[config.mk]
export PLATFORM = sky130hd
export DESIGN_NAME = phy_test_regs
export DESIGN_NICKNAME = d
export VERILOG_FILES = /design/src/pkg/phy_test_pkg.sv /design/src/rtl/phy_test_regs.sv
export SDC_FILE = /design/constraint.sdc
export NUM_CORES = 1
export LEC_CHECK = 0
export BUFFER_PORTS_ARGS = -buffer_cell sky130_fd_sc_hd__buf_2
export CORE_MARGIN = 2
export CORE_UTILIZATION = 55
export DETAILED_ROUTE_END_ITERATION = 8
export MAX_ROUTING_LAYER = met4
export PLACE_DENSITY = 0.86
export REMOVE_ABC_BUFFERS = 1
export SLEW_MARGIN = 0
export SYNTH_ARGS = -nofsm -noshare
export SYNTH_HDL_FRONTEND = slang
export SYNTH_SLANG_ARGS = --single-unit
[constraint.sdc]
create_clock -name sys_clk -period 3.8 [get_ports sys_clk]
set_input_delay 0.38 -clock sys_clk [delete_from_list [all_inputs] [get_ports sys_clk]]
set_output_delay 0.38 -clock sys_clk [all_outputs]
set_load 0.03 [all_outputs]
[src/pkg/phy_test_pkg.sv]
// package: register map, field positions, types and timing for phy test block
`default_nettype none
package phy_test_pkg;
  localparam logic [11:0] off_pattern0      = 12'h210;
  localparam logic [11:0] off_phy_test      = 12'h228;
  localparam logic [11:0] off_serdes_trim   = 12'h22C;
  localparam logic [11:0] off_port_command  = 12'h230;
  localparam logic [11:0] off_selftest_ctrl = 12'h240;
  localparam int          pattern_words     = 4;

  // phy_test_control fields
  localparam int capture_disable_bit   = 3;
  localparam int analog_loopback_bit   = 4;
  localparam int selftest_bit          = 7;
  localparam int prbs_enable_lsb       = 16;
  localparam int prbs_external_lsb     = 20;
  localparam int user_pattern_lsb      = 28;
  localparam logic [31:0] phy_test_writable_mask = 32'h3033_001C;

  // serdes_trim_equalizer fields
  localparam int tx_trim_lsb = 8;
  localparam int rx_trim_lsb = 16;
  localparam int rx_eq_lsb   = 24;
  localparam logic [31:0] serdes_trim_writable_mask = 32'h0FFF_0FFF;

  // port_link_command fields, four bits per port
  localparam int port_count         = 8;
  localparam int loopback_cmd_bit   = 0;
  localparam int scrambler_off_bit  = 1;
  localparam int rx_l1_only_bit     = 2;
  localparam int loopback_ready_bit = 3;
  localparam logic [31:0] port_cmd_writable_mask = 32'h7777_7777;

  localparam logic [31:0] reset_word = 32'h0000_0000;

  // self-test duration
  localparam int clk_mhz          = 100;
  localparam int selftest_time_ms = 16;
  localparam int selftest_cycles  = selftest_time_ms * 1000 * clk_mhz;

  typedef enum logic [1:0]
  {
    loop_none,
    loop_digital_slave,
    loop_analog_slave
  } slave_loop_t;

  typedef enum logic [1:0]
  {
    quad_off,
    quad_internal_analog,
    quad_analog_master
  } quad_loop_t;

  typedef struct packed
  {
    logic [1:0] tx_termination_trim;
    logic [1:0] rx_termination_trim;
    logic [1:0] rx_equalizer_select;
    logic       prbs_run;
    quad_loop_t prbs_loop;
    logic       user_pattern_run;
  } quad_ctrl_t;

  typedef struct packed
  {
    logic [31:0] data;
    logic [3:0]  be;
    logic        write;
  } eeprom_load_t;
endpackage : phy_test_pkg
`default_nettype wire

[src/rtl/phy_test_regs.sv]
// phy test and per-port link command register bank with wishbone slave
//
// The Wishbone register port was chosen for this implementation.
`default_nettype none
module phy_test_regs
  import phy_test_pkg::*;
(
  input  wire logic                  sys_clk,
  input  wire logic                  nrst,
  input  wire logic                  wb_cyc_i,
  input  wire logic                  wb_stb_i,
  input  wire logic                  wb_we_i,
  input  wire logic [11:0]           wb_adr_i,
  input  wire logic [3:0]            wb_sel_i,
  input  wire logic [31:0]           wb_dat_i,
  output logic      [31:0]           wb_dat_o,
  output logic                       wb_ack_o,
  input  wire logic                  eeprom_load_valid,
  input  wire logic [11:0]           eeprom_load_addr,
  input  wire eeprom_load_t          eeprom_load,
  input  wire logic                  eeprom_load_done,
  input  wire logic [port_count-1:0] link_up,
  input  wire logic [port_count-1:0] config_complete,
  input  wire logic [port_count-1:0] loopback_master_state,
  input  wire logic [1:0]            slave_loopback_request,
  output logic                       training_control_capture,
  output slave_loop_t                slave_loop_mode [2],
  output logic                       selftest_running,
  output logic                       link_init_enable,
  output quad_ctrl_t                 quad_ctrl [2],
  output logic      [127:0]          user_pattern,
  output logic [port_count-1:0]      loopback_master_allow,
  output logic [port_count-1:0]      scrambler_disable,
  output logic [port_count-1:0]      rx_l1_only
);

  logic [31:0] phy_test;
  logic [31:0] serdes_trim;
  logic [31:0] port_cmd;
  logic [31:0] pattern [pattern_words];
  logic        selftest_enable;
  logic [port_count-1:0] scr_from_eeprom;
  logic [port_count-1:0] loopback_ready;
  logic [31:0] selftest_count;
  logic        selftest_done;

  function automatic logic [31:0] merge
  (
    input logic [31:0] old,
    input logic [31:0] data,
    input logic [3:0]  be,
    input logic [31:0] mask
  );
    logic [31:0] lane;
    lane = {{8{be[3]}}, {8{be[2]}}, {8{be[1]}}, {8{be[0]}}} & mask;
    merge = (old & ~lane) | (data & lane);
  endfunction : merge

  // address decode shared by the write and load paths
  function automatic logic reg_hit
  (
    input logic [11:0] addr,
    input logic [11:0] off
  );
    reg_hit = (addr == off);
  endfunction : reg_hit

  // bus write has priority; eeprom load only sees a free cycle
  logic        sw_wr;
  logic        wr_en;
  logic [11:0] wr_addr;
  logic [31:0] wr_data;
  logic [3:0]  wr_be;
  logic        from_eeprom;

  assign sw_wr = wb_cyc_i && wb_stb_i && wb_we_i && !wb_ack_o;

  always_comb
  begin
    from_eeprom = !sw_wr && eeprom_load_valid && eeprom_load.write;
    wr_en       = sw_wr || from_eeprom;
    wr_addr     = sw_wr ? wb_adr_i : eeprom_load_addr;
    wr_data     = sw_wr ? wb_dat_i : eeprom_load.data;
    wr_be       = sw_wr ? wb_sel_i : eeprom_load.be;
  end

  // one block per register; software and eeprom share one write port
  always_ff @(posedge sys_clk or negedge nrst)
  begin
    if (!nrst)
      phy_test <= reset_word;
    else if (wr_en && reg_hit(wr_addr, off_phy_test))
      phy_test <= merge(phy_test, wr_data, wr_be, phy_test_writable_mask);
  end

  always_ff @(posedge sys_clk or negedge nrst)
  begin
    if (!nrst)
      serdes_trim <= reset_word;
    else if (wr_en && reg_hit(wr_addr, off_serdes_trim))
      serdes_trim <= merge(serdes_trim, wr_data, wr_be,
                           serdes_trim_writable_mask);
  end

  // status bits are masked out here and inserted on the read path
  always_ff @(posedge sys_clk or negedge nrst)
  begin
    if (!nrst)
      port_cmd <= reset_word;
    else if (wr_en && reg_hit(wr_addr, off_port_command))
      port_cmd <= merge(port_cmd, wr_data, wr_be, port_cmd_writable_mask);
  end

  genvar w;
  generate
    for (w = 0; w < pattern_words; w++)
    begin : g_pattern
      always_ff @(posedge sys_clk or negedge nrst)
      begin
        if (!nrst)
          pattern[w] <= reset_word;
        else if (wr_en && wr_addr == off_pattern0 + 12'(4 * w))
          pattern[w] <= merge(pattern[w], wr_data, wr_be, '1);
      end
      assign user_pattern[32*w +: 32] = pattern[w];
    end
  endgenerate

  // self-test enable is only armed by eeprom and never reads back
  always_ff @(posedge sys_clk or negedge nrst)
  begin
    if (!nrst)
      selftest_enable <= 1'b0;
    else if (from_eeprom && wr_addr == off_phy_test && wr_be[0])
      selftest_enable <= wr_data[selftest_bit];
  end

  // 16 ms count starts after the eeprom load finishes
  always_ff @(posedge sys_clk or negedge nrst)
  begin
    if (!nrst)
      selftest_count <= '0;
    else if (!eeprom_load_done || selftest_done || !selftest_enable)
      selftest_count <= '0;
    else
      selftest_count <= selftest_count + 32'd1;
  end

  // without the enable the link may start as soon as the load is done
  always_ff @(posedge sys_clk or negedge nrst)
  begin
    if (!nrst)
      selftest_done <= 1'b0;
    else if (eeprom_load_done && !selftest_done)
    begin
      if (!selftest_enable)
        selftest_done <= 1'b1;
      else if (selftest_count == 32'(selftest_cycles - 1))
        selftest_done <= 1'b1;
    end
  end

  assign selftest_running = eeprom_load_done && selftest_enable
                            && !selftest_done;
  assign link_init_enable = selftest_done;

  // scrambler disable loaded by eeprom waits for configuration complete
  always_ff @(posedge sys_clk or negedge nrst)
  begin
    if (!nrst)
      scr_from_eeprom <= '0;
    else if (from_eeprom && wr_addr == off_port_command)
    begin
      for (int p = 0; p < port_count; p++)
        if (wr_be[p/2])
          scr_from_eeprom[p] <= wr_data[4*p + scrambler_off_bit];
    end
    else if (sw_wr && reg_hit(wb_adr_i, off_port_command))
    begin
      // only lanes software actually wrote lose the eeprom mark
      for (int p = 0; p < port_count; p++)
        if (wb_sel_i[p/2])
          scr_from_eeprom[p] <= 1'b0;
    end
  end

  // ready flag follows the state one cycle later, so leaving clears it
  always_ff @(posedge sys_clk or negedge nrst)
  begin
    if (!nrst)
      loopback_ready <= '0;
    else
      loopback_ready <= loopback_master_state
                        & loopback_master_allow;
  end

  // registered flag masked by the live state, so leaving clears it at once
  logic [port_count-1:0] loopback_status;
  assign loopback_status = loopback_ready & loopback_master_state;

  genvar p;
  generate
    for (p = 0; p < port_count; p++)
    begin : g_port
      logic bit_set;
      logic link_live;
      assign bit_set = port_cmd[4*p + scrambler_off_bit];
      assign link_live = link_up[p] || config_complete[p];
      assign loopback_master_allow[p] =
        port_cmd[4*p + loopback_cmd_bit];
      // eeprom value held until config complete; software value acts at once
      // on a live link, with no retraining
      assign scrambler_disable[p] = bit_set && (scr_from_eeprom[p]
        ? config_complete[p] : link_live);
      assign rx_l1_only[p] = port_cmd[4*p + rx_l1_only_bit];
    end
  endgenerate

  assign training_control_capture = !phy_test[capture_disable_bit];

  // request qualification of the partner's TS1 sets is done upstream
  genvar s;
  generate
    for (s = 0; s < 2; s++)
    begin : g_slave
      always_comb
      begin
        if (!slave_loopback_request[s])
          slave_loop_mode[s] = loop_none;
        else if (phy_test[analog_loopback_bit])
          slave_loop_mode[s] = loop_analog_slave;
        else
          slave_loop_mode[s] = loop_digital_slave;
      end
    end
  endgenerate

  // quad q is associated with the first port of its lanes (port 4*q)
  genvar q;
  generate
    for (q = 0; q < 2; q++)
    begin : g_quad
      logic prbs_on;
      logic ext_sel;
      logic pat_on;
      assign prbs_on = phy_test[prbs_enable_lsb + q];
      assign ext_sel = phy_test[prbs_external_lsb + q];
      assign pat_on  = phy_test[user_pattern_lsb + q];
      always_comb
      begin
        quad_ctrl[q].tx_termination_trim =
          serdes_trim[tx_trim_lsb + 2*q +: 2];
        quad_ctrl[q].rx_termination_trim =
          serdes_trim[rx_trim_lsb + 2*q +: 2];
        quad_ctrl[q].rx_equalizer_select =
          serdes_trim[rx_eq_lsb + 2*q +: 2];
        // pattern wins if software breaks the exclusivity
        quad_ctrl[q].prbs_run = prbs_on && !pat_on;
        if (!prbs_on || !loopback_master_allow[4*q])
          quad_ctrl[q].prbs_loop = quad_off;
        else if (ext_sel)
          quad_ctrl[q].prbs_loop = quad_analog_master;
        else
          quad_ctrl[q].prbs_loop = quad_internal_analog;
        quad_ctrl[q].user_pattern_run = pat_on
          && loopback_ready[4*q];
      end
    end
  endgenerate

  // read path: registered data, one wait-free ack cycle
  logic [31:0] next_rdata;
  always_comb
  begin
    next_rdata = 32'h0000_0000;
    unique case (wb_adr_i)
      off_phy_test:     next_rdata = phy_test;
      off_serdes_trim:  next_rdata = serdes_trim;
      off_port_command:
      begin
        next_rdata = port_cmd;
        for (int i = 0; i < port_count; i++)
          next_rdata[4*i + loopback_ready_bit] =
            loopback_status[i];
      end
      off_pattern0:             next_rdata = pattern[0];
      off_pattern0 + 12'h004:   next_rdata = pattern[1];
      off_pattern0 + 12'h008:   next_rdata = pattern[2];
      off_pattern0 + 12'h00C:   next_rdata = pattern[3];
      off_selftest_ctrl:
        next_rdata = {30'h0000_0000, selftest_done, selftest_running};
      default:          next_rdata = 32'h0000_0000;
    endcase
  end

  always_ff @(posedge sys_clk or negedge nrst)
  begin
    if (!nrst)
    begin
      wb_ack_o <= 1'b0;
      wb_dat_o <= 32'h0000_0000;
    end
    else
    begin
      wb_ack_o <= wb_cyc_i && wb_stb_i && !wb_ack_o;
      wb_dat_o <= (wb_cyc_i && wb_stb_i && !wb_we_i) ? next_rdata
                                                     : 32'h0000_0000;
    end
  end

endmodule : phy_test_regs
`default_nettype wire

After elaboration in Yosys (flattened, before gate mapping)
Index checks and enable logic that the tools add are counted.

Add/subtract/negate cells: 1. Multiply operators: 0. Div/mod/pow operators: 0. Order comparisons: 0. Eq/ne operators: 21. Shift operators: 0. Mux-type cells: 37. Bitwise operators: 24. Reductions and logical operators: 69.

Operator list (count): 32-bit AND (8); 32-bit one-hot mux with 8 select lines (1); 32-bit bitwise OR (7); 12-bit by 10-bit == test with 1-bit output (second input constant) (15); 32-bit two-way mux (3); 1-bit logical AND (33); 32-bit by 1-bit adder with 32-bit output (second input constant) (1); 32-bit by 28-bit AND with 32-bit output (1); 32-bit by 30-bit AND with 32-bit output (1); 32-bit by 31-bit AND with 32-bit output (1); 32-bit by 21-bit == test with 1-bit output (second input constant) (1); 28-bit NOT with 32-bit output (1); 30-bit NOT with 32-bit output (1); 31-bit NOT with 32-bit output (1); 32-bit NOT (1); 1-bit two-way mux (22); 8-bit AND (2); 8-bit two-way mux (2); 2-bit two-way mux (7); 1-bit logical NOT (13); 1-bit logical OR (13); 12-bit two-way mux (1); 3-bit AND reduction (4); 2-bit nonzero test (5); 4 further kinds (7).

Register bits after elaboration: 307. Latch bits: 0. RAM bits: 0. ROM bits: 0. Input bits: 130. Logic and storage cells: 169. Memories: 0.

Depth between registers and ports, before layout
Gate-level depths: netlist of the first run.

Word-level depth: 9. Mapped depth: 8. Mapped depth without buffers: 5.

Worst setup path before layout of the first run
OpenSTA, ideal clock, no wires.

Path type: register to register. From: register wb_ack_o. To: register (tool-made name). Library setup time: 125 ps. Data arrival time: 2245 ps. Data required time: 3675 ps. Setup slack: 1430 ps. Cell stages (with the launch flop): 6. Period minus slack after synthesis: 2370 ps. Path through: dfrtp_1 nand4b_1 buf_2 nand3_2 a221oi_4 mux2_2.

RTL lines: from (decl) (line phy_test_regs.sv:17) `output logic wb_ack_o,`; from (signal assigned) (line phy_test_regs.sv:305) `wb_ack_o <= wb_cyc_i && wb_stb_i && !wb_ack_o;`.

==> results of run 1 <==
[worst paths after layout]
kind                                     startpoint                 to  slack [ns]
hold / removal             loopback_master_state[0]  loopback_ready[0]        0.06
min in group asynchronous                      nrst       wb_dat_o[19]        0.41
max in group asynchronous                      nrst       wb_dat_o[27]        2.44
hold reg to reg                            wb_ack_o           wb_ack_o        0.49
setup reg to reg                           wb_ack_o          flip-flop        0.79
setup / recovery                           wb_ack_o          flip-flop        0.79
[cells in the mapped netlist, types with 5 or more instances]
cell type	n
o21ai_0	9
a211oi_2	6
xor2_1	6
o2bb2ai_1	9
a211oi_1	6
and4_1	6
a22o_1	8
xnor2_1	5
nor4_1	8
dfrtp_1	268
nor2_1	24
buf_4	28
mux2_1	11
or3_1	5
nand2_1	126
clkbuf_1	36
nand3b_1	6
mux2i_1	20
and2_1	15
a221oi_4	16
nand3_1	21
mux2_2	209
nor2b_1	22
o31ai_1	9
nand4_1	19
or2_2	5
a222oi_1	11
a32o_1	5
buf_2	11
or4_1	10
a32oi_1	20
mux4_2	5
a22oi_1	32
nor3_1	12
a21oi_1	32
inv_1	23
o22ai_1	6
and3_1	8
[layout by cell type (no fill, tap or decap), types with 6 or more instances in the layout]
cell type and instances:
buf_2 340, mux2i_1 20, and4_1 6, a211oi_2 6
o2bb2ai_1 9, a222oi_1 11, clkbuf_1 6, mux2_2 209
diode_2 16, a22oi_1 32, a221oi_4 16, o31ai_1 9
a21oi_1 32, nand3_1 21, a211oi_1 6, dfrtp_1 268
nor3_1 11, inv_1 23, nor2_1 24, clkbuf_8 8
and3_1 8, and2_1 15, nand3b_1 6, a32oi_1 20
mux2_1 11, xor2_1 6, nand4_1 19, nor4_1 8
clkbuf_16 29, nand2_1 126, nor2b_1 22, o21ai_0 9
or4_1 10, o22ai_1 6, buf_4 27, a22o_1 8
[cell type report]
cell class / count / share of cell area [%]
Sequential cell: 268 / 40.44
Multi-Input combinational cell: 752 / 38.53
Timing Repair Buffer: 371 / 11.88
Clock buffer: 43 / 5.176
Tap cell: 324 / 2.445
Clock inverter: 8 / 0.7470
Inverter: 24 / 0.5433
Antenna cell: 16 / 0.2415
[kinds of logic after synthesis]
kind of cell | count (synthesis) | synth area share [%]
DFF | 268 | 49.37
adders and majority gates | 1 | 0.09210
and+or+nand+nor | 320 | 13.35
muxes | 245 | 20.54
xor gates and xnor gates | 11 | 0.7093
AOI/OAI and AO/OA | 175 | 11.93
buffers and inverters | 107 | 4.007
[power groups by stage]
| stage | Sequential [mW] | Clock, mW | Combinational, mW |
|---|---|---|---|
| floorplan | 2.92 | 0 | 0.126 |
| global placement | 2.91 | 0 | 0.358 |
| detailed placement | 2.91 | 0 | 0.368 |
| CTS | 2.86 | 2.89 | 0.372 |
| global route | 2.86 | 3.02 | 0.407 |
| finish | 2.86 | 2.88 | 0.376 |
[metrics by stage]
step | worst slack (ns) | instances | hold WS, ns | util [%] | power, mW
global placement | 0.7353 | 1738 | 0.3929 | 64.13 | 3.272
global route | 0.6890 | 1805 | 0.07452 | 68.37 | 6.290
floorplan | 0.1864 | 1044 | 0.08441 | - | 3.047
CTS | 0.8381 | 1790 | 0.05730 | 68.22 | 6.128
detailed placement | 0.6686 | 1738 | 0.3931 | 64.13 | 3.282
finish | 0.7924 | 1806 | 0.05916 | 68.38 | 6.121
[routing by layer]
metal,global-route usage (%),vias to the layer above,share of wire (%)
met4,17.45,0,5.3
met1,42.09,5599,37
met2,54.70,681,48
li1,-,4840,-
met5,-,-,0
met3,6.728,159,9.4
[repair_timing]
| action | CTS | global route |
|---|---|---|
| hold buffers | 1 | 0 |
| hold endpoints to repair | 75 | 0 |
| setup buffers | 0 | 0 |
==> flow_metrics.tcl, run 1 <==
set metrics [dict create \
    ys_async_sr_fraction_pct 100.0 \
    min_period_ns 3.008 \
    drv_cap 0 \
    placed_area_um2 15550 \
    multi_input_area_um2 6389 \
    setup_tns_ns 0 \
    syn_area_per_cell_um2 12.05 \
    portBuffers 341 \
    final_max_slew_viol_count 0 \
    grt_max_degree 98 \
    peakVddDrop_mv 0.2821 \
    start_util_pct 56.02 \
    crit_chain "and4b_2 -> nand2_4 -> a221oi_4 -> mux2_2" \
    p_sw_mw 1.392 \
    outcome "finished clean" \
    vias 11280 \
    timing.final.hold_violations 0 \
    drt_iter0_drc 1210 \
    yosysWarnings 0 \
    antenna_found_initial 15 \
    area_growth_pct 22.08 \
    cts-root-buf "clkbuf_16" \
    fin_skew_ns 0.01332 \
    synth.area.top_cells "dfrtp_1, mux2_2, nand2_1" \
    hold_class "input port to flip-flop" \
    ys_types 63 \
    wl_per_cell_um 24.53 \
    yosysTopAreaCell "dfrtp_1" \
    die-height_um 161.2 \
    cts_tree "yes" \
    max_slew_margin_pct 12.41 \
    grt_usage_pct 34.35 \
    htree_levels 1 \
    critPathMaxFanout 22 \
    ios 342 \
    regArea_um2 6706 \
    cts_resized 0 \
    cp-end-kind "flip-flop" \
    clock_power_share_pct 47.1 \
    intPower_mw 4.729 \
    yosysSeqAreaShare_pct 49.37 \
    start_kind "flip-flop" \
    path_class "flip-flop to flip-flop" \
    critPathTopFamily "simple AND/OR/NAND/NOR gates" \
    hpwlAfterDp_mm 31.29 \
    critPathBufInv 0 \
    cp.required_ns 4.21 \
    numCtsBuffers 28 \
    path_clk_slew_ns 0.06 \
    r2r_cells 4 \
    arrival_ns 3.42 \
    die_area_um2 25970 \
    drc 0 \
    postRouteAntennaNets 0 \
    wl_mm 44.30 \
    critical_path.max_stage_delay_ns 0.82 \
    dr.pass1.iters 6 \
    max_freq_mhz 332.5 \
    drive_above_1_share_pct 46.32 \
    die_x_um 161.2 \
    clock_path_buffers 3 \
    coreArea_um2 24250 \
    vias_per_cell 6.245 \
    grt.overflow.total 0 \
    p_seq_share_pct 46.8 \
    rows 57 \
    p_comb_share_pct 6.1 \
    ys.flop_type "dfrtp_1" \
    ys_ff_latch 268 \
    cts_sinks 268 \
    grt_pass1_vias 11230 \
    leakage_nw 8.609 \
    period_share_pct 79.15 \
    gp_congestion 0.9644 \
    netlist.area_leader.share_pct 49.37 \
    p_per_area_nw_per_um2 369.1 \
    hold_depth 2 \
    rsz0062_at_grt "false" \
    synth_edf_count 0 \
    netlist_area_um2 13580 \
    cp_num_cells 4 \
    fin_nets 1576 \
    p_sw_share_pct 22.75 \
    worst_pin_slew_ns 1.313 \
    grt_first_pass_wirelength_mm 65.83 \
    setup_viol 0 \
    final_area_um2 16580 \
    synthCells 1127 \
    clock_latency_ns 0.54 \
    crit_slowest_cell "a221oi_4" \
    fillers 1764 \
]
(Power assumes the default switching activity.)
==> run 2: changes to the inputs <==
--- a/config.mk
+++ b/config.mk
@@ -7,10 +7,10 @@
 export LEC_CHECK = 0
 export BUFFER_PORTS_ARGS = -buffer_cell sky130_fd_sc_hd__buf_2
 export CORE_MARGIN = 2
-export CORE_UTILIZATION = 55
+export CORE_UTILIZATION = 54
 export DETAILED_ROUTE_END_ITERATION = 8
 export MAX_ROUTING_LAYER = met4
-export PLACE_DENSITY = 0.86
+export PLACE_DENSITY = 0.85
 export REMOVE_ABC_BUFFERS = 1
 export SLEW_MARGIN = 0
 export SYNTH_ARGS = -nofsm -noshare
==> constraint.sdc (replaced) <==
create_clock -name sys_clk -period 2.84 [get_ports sys_clk]
set_input_delay 0.284 -clock sys_clk [delete_from_list [all_inputs] [get_ports sys_clk]]
set_output_delay 0.284 -clock sys_clk [all_outputs]
set_load 0.03 [all_outputs]
==> flow_metrics.tcl, run 2 (same netlist as run 1, synthesis figures left out) <==
set metrics [dict create \
    outcome "finished clean" \
    hpwlAfterDp_mm 32.08 \
    p_comb_share_pct 6.5 \
    wl_mm 44.92 \
    setup_viol 0 \
    gp_congestion 0.9466 \
    cp-end-kind "flip-flop" \
    rsz0062_at_grt "false" \
    holdWs_ns 0.05815 \
    timing.final.hold_violations 0 \
    die-height_um 162.6 \
    crit_slowest_cell "a221oi_4" \
    path_class "flip-flop to flip-flop" \
    r2r-start "wb_ack_o" \
    hp-start "wb_stb_i" \
    path_clk_slew_ns 0.07 \
    fin_cells 1859 \
    grt_usage_pct 34.41 \
    grt_first_pass_wirelength_mm 67.50 \
    p_sw_mw 1.882 \
    rrSetupSlack_ns 0.18 \
    max_freq_mhz 376.1 \
    hold_depth 3 \
    numCtsBuffers 29 \
    drive_above_1_share_pct 47.56 \
    dr.pass1.iters 6 \
    clock_latency_ns 0.55 \
    cts_tree "yes" \
    p_per_area_nw_per_um2 475.9 \
    postRouteAntennaNets 0 \
    final_area_um2 16920 \
    placed_area_um2 15850 \
    peakVddDrop_mv 0.4595 \
    drt_iter0_drc 1199 \
    critical_path.max_stage_delay_ns 0.51 \
    rows 58 \
    crit_top_cell "mux2_2" \
    clock_power_share_pct 45.9 \
    post-cts-setup-buffers 0 \
    cp.required_ns 3.27 \
    vias 11440 \
    htree_levels 1 \
    die_area_um2 26440 \
    start_kind "flip-flop" \
    drv_cap 0 \
    grt.overflow.total 0 \
    start_util_pct 54.41 \
    min_period_ns 2.659 \
    placed_cells 1785 \
    ios 342 \
    r2r_cells 5 \
    grt_max_degree 99 \
    fin_nets 1627 \
    period_share_pct 93.63 \
    area_growth_pct 24.59 \
    final_max_slew_viol_count 0 \
    portBuffers 341 \
    critPathMaxFanout 26 \
    clock_path_buffers 3 \
    p_seq_share_pct 47.6 \
    final_cell_mix "buf_2, dfrtp_1, mux2_2" \
    crit_chain "nand4b_1 -> buf_4 -> mux2_2 -> a221oi_4 -> mux2_2" \
    worst_pin_slew_ns 0.9155 \
    cts-root-buf "clkbuf_16" \
    intPower_mw 6.172 \
    wl_per_cell_um 24.16 \
    max_slew_margin_pct 38.41 \
    antenna_found_initial 9 \
    arrival_ns 3.09 \
    fin_skew_ns 0.01405 \
    layout_commonest_cell "buf_2" \
    coreArea_um2 24960 \
    vias_per_cell 6.151 \
    die_x_um 162.6 \
    drc 0 \
    grt_pass1_vias 11540 \
    leakage_nw 8.837 \
    min_to "wb_ack_o" \
    cts_sinks 268 \
    p_sw_share_pct 23.36 \
    hold_class "input port to flip-flop" \
]
run 2: cell type report:
cell class	count	area [um2]
clock inverter	10	85.08
sequential	268	6706
inverter	24	90.09
fill	1843	8040
tap	330	412.9
timing repair buffer	421	2355
clock buffer	43	858.3
antenna	11	27.53
multi-input combinational	752	6389
run 2: worst max path at each step:
stage,startpoint,endpoint,slack (ns),depth (start not counted)
2_1_floorplan,wb_ack_o,flip-flop,-0.77,4
3_3_place_gp,wb_stb_i,flip-flop,0.30,6
3_5_place_dp,wb_we_i,flip-flop,0.21,6
4_1_cts,wb_ack_o,flip-flop,0.21,5
5_1_grt,wb_ack_o,flip-flop,0.09,5
6_report,wb_ack_o,flip-flop,0.18,5
run 2: critical path: cells and delay by family (launching register included):
kind,cells,cell delay (ns)
muxes,2,0.86
buffers and inverters,1,0.48
and+or+nand+nor,1,0.30
AOI/OAI and AO/OA,1,0.51
DFF,1,0.38
run 2: power by group through the flow:
stage / clock, mW / combinational (mW) / sequential, mW
global route: 3.90 / 0.566 / 3.83
detailed placement: 0 / 0.504 / 3.90
CTS: 3.74 / 0.519 / 3.83
global placement: 0 / 0.493 / 3.90
floorplan: 0 / 0.168 / 3.91
finish: 3.70 / 0.526 / 3.83
run 2: per-stage QoR:
stage | setup TNS (ns) | setup slack [ns] | utilization (%) | power, mW
2_1_floorplan | -116.56 | -0.7736 | - | 4.077
3_3_place_gp | 0 | 0.3035 | 63.50 | 4.392
3_5_place_dp | 0 | 0.2127 | 63.50 | 4.404
4_1_cts | 0 | 0.2145 | 67.68 | 8.090
5_1_grt | 0 | 0.09320 | 67.77 | 8.298
6_report | 0 | 0.1810 | 67.79 | 8.054
run 2: timing repair:
action,CTS,global route
hold buffers,10,0
gates resized for setup,0,0
endpoints found under the hold margin,99,0
run 2: layer usage:
| layer | global-route usage (%) | up-vias | routed length (um) |
|---|---|---|---|
| li1 | - | 4933 | - |
| met1 | 40.95 | 5615 | 16610 |
| met3 | 8.276 | 177 | 4480 |
| met4 | 16.69 | 0 | 2377 |
| met2 | 55.28 | 710 | 21450 |
| met5 | - | - | 0 |
==> run 3: changes to the inputs <==
--- a/config.mk
+++ b/config.mk
@@ -12,6 +12,7 @@
 export MAX_ROUTING_LAYER = met4
 export PLACE_DENSITY = 0.85
 export REMOVE_ABC_BUFFERS = 1
+export SETUP_SLACK_MARGIN = 0.2
 export SLEW_MARGIN = 0
 export SYNTH_ARGS = -nofsm -noshare
 export SYNTH_HDL_FRONTEND = slang
==> flow_metrics.tcl, run 3 (same netlist as run 1, synthesis figures left out) <==
set metrics [dict create \
    min_period_ns 2.535 \
    fin_nets 1635 \
    wl_per_cell_um 24.13 \
    setup_tns_ns 0 \
    htree_levels 1 \
    p_per_area_nw_per_um2 473.7 \
    antenna_found_initial 8 \
    coreArea_um2 24960 \
    rsz0062_at_grt "false" \
    placed_area_um2 15850 \
    vias_per_cell 6.150 \
    die-height_um 162.6 \
    gp_congestion 0.9466 \
    drive_above_1_share_pct 47.84 \
    path_clk_slew_ns 0.06 \
    arrival_ns 2.95 \
    layout_commonest_cell "buf_2" \
    max_slew_margin_pct 38.02 \
    setup_viol 0 \
    final_max_slew_viol_count 0 \
    critPathMaxFanout 9 \
    placed_cells 1785 \
    fin_skew_ns 0.01364 \
    total_power_mw 8.052 \
    cts_sinks 268 \
    final_area_um2 17000 \
    max_freq_mhz 394.4 \
    cp.required_ns 3.26 \
    area_growth_pct 25.14 \
    period_share_pct 89.27 \
    path_class "flip-flop to flip-flop" \
    wl_mm 45.03 \
    timing.final.hold_violations 0 \
    grt_first_pass_wirelength_mm 67.50 \
    rows 58 \
    fin_cells 1866 \
    drt_iter0_drc 1183 \
    top_layer "met4" \
    grt_usage_pct 34.41 \
    hold_class "input port to flip-flop" \
    wl_met3_mm 4.469 \
    drc 0 \
    outcome "finished clean" \
    numCtsBuffers 29 \
    dr_wl_met2_mm 21.57 \
    grt_max_degree 99 \
    final_cell_mix "buf_2, dfrtp_1, mux2_2" \
    leakage_nw 8.876 \
    hpwlAfterDp_mm 32.08 \
    postRouteAntennaNets 0 \
    die_x_um 162.6 \
    worst_pin_slew_ns 0.9212 \
    rrSetupSlack_ns 0.30 \
    die_area_um2 26440 \
    grt_pass1_vias 11540 \
    cts-root-buf "clkbuf_16" \
    cp-end-kind "flip-flop" \
    start_util_pct 54.41 \
    ios 342 \
    clock_path_buffers 3 \
    clock_latency_ns 0.55 \
    portBuffers 341 \
    cts_tree "yes" \
    grt.overflow.total 0 \
    peakVddDrop_mv 0.4543 \
    drv_cap 0 \
    wl_met1_mm 16.66 \
    vias 11480 \
    start_kind "flip-flop" \
    dr.pass1.iters 5 \
]
run 3: cell count changes in the layout (fill, tap and decap cells not counted):
| cell | previous run | this run |
|---|---|---|
| buf_6 | 0 | 1 |
| diode_2 | 11 | 10 |
| buf_12 | 1 | 2 |
| buf_4 | 69 | 75 |
run 3: worst max-delay path: stages, from the launching register on:
cell and delay, ns:
dfrtp_1 0.40, nand4b_1 0.37, buf_4 0.32, mux2_2 0.35, a221oi_4 0.55, mux2_2 0.42
run 3: where the power goes:
part	switching (mW)	internal [mW]
Clock	1.52	2.17
Combinational	0.354	0.174
Sequential	0.00541	3.82
run 3: through the flow:
step / hold slack [ns] / utilization [%] / worst slack [ns]
finish: 0.06169 / 68.09 / 0.3048
global route: 0.07424 / 68.07 / 0.2343
CTS: 0.03454 / 67.68 / 0.2145
detailed placement: 0.3653 / 63.50 / 0.2127
global placement: 0.3578 / 63.50 / 0.3035
floorplan: -0.01159 / - / -0.7736
run 3: final cells by class:
cell class	instances	area [um2]
inverter	24	90.09
tap	330	412.9
clock inverter	10	85.08
timing repair buffer	429	2431
sequential	268	6706
multi-input combinational	752	6389
fill	1838	7966
clock buffer	43	858.3
antenna	10	25.02
run 3: worst paths after layout:
| check | startpoint | end | cells after the start |
|---|---|---|---|
| max | wb_ack_o | flip-flop | 5 |
| min | wb_stb_i | wb_ack_o | 3 |
| max reg2reg | wb_ack_o | flip-flop | 5 |
| min reg2reg | wb_ack_o | wb_ack_o | 1 |
| max in group asynchronous | nrst | wb_dat_o[2] | 3 |
| min in group asynchronous | nrst | wb_dat_o[31] | 2 |
run 3: layer usage:
layer | track usage (%) | vias up
met5 | - | -
met4 | 16.69 | 0
met3 | 8.276 | 172
met2 | 55.28 | 669
met1 | 40.95 | 5669
li1 | - | 4966
run 3: what timing repair did:
item	CTS	global route
setup endpoints to repair	0	71
gates resized for setup	0	1
setup buffers	0	8
hold endpoints to repair	99	0
hold buffers	10	0
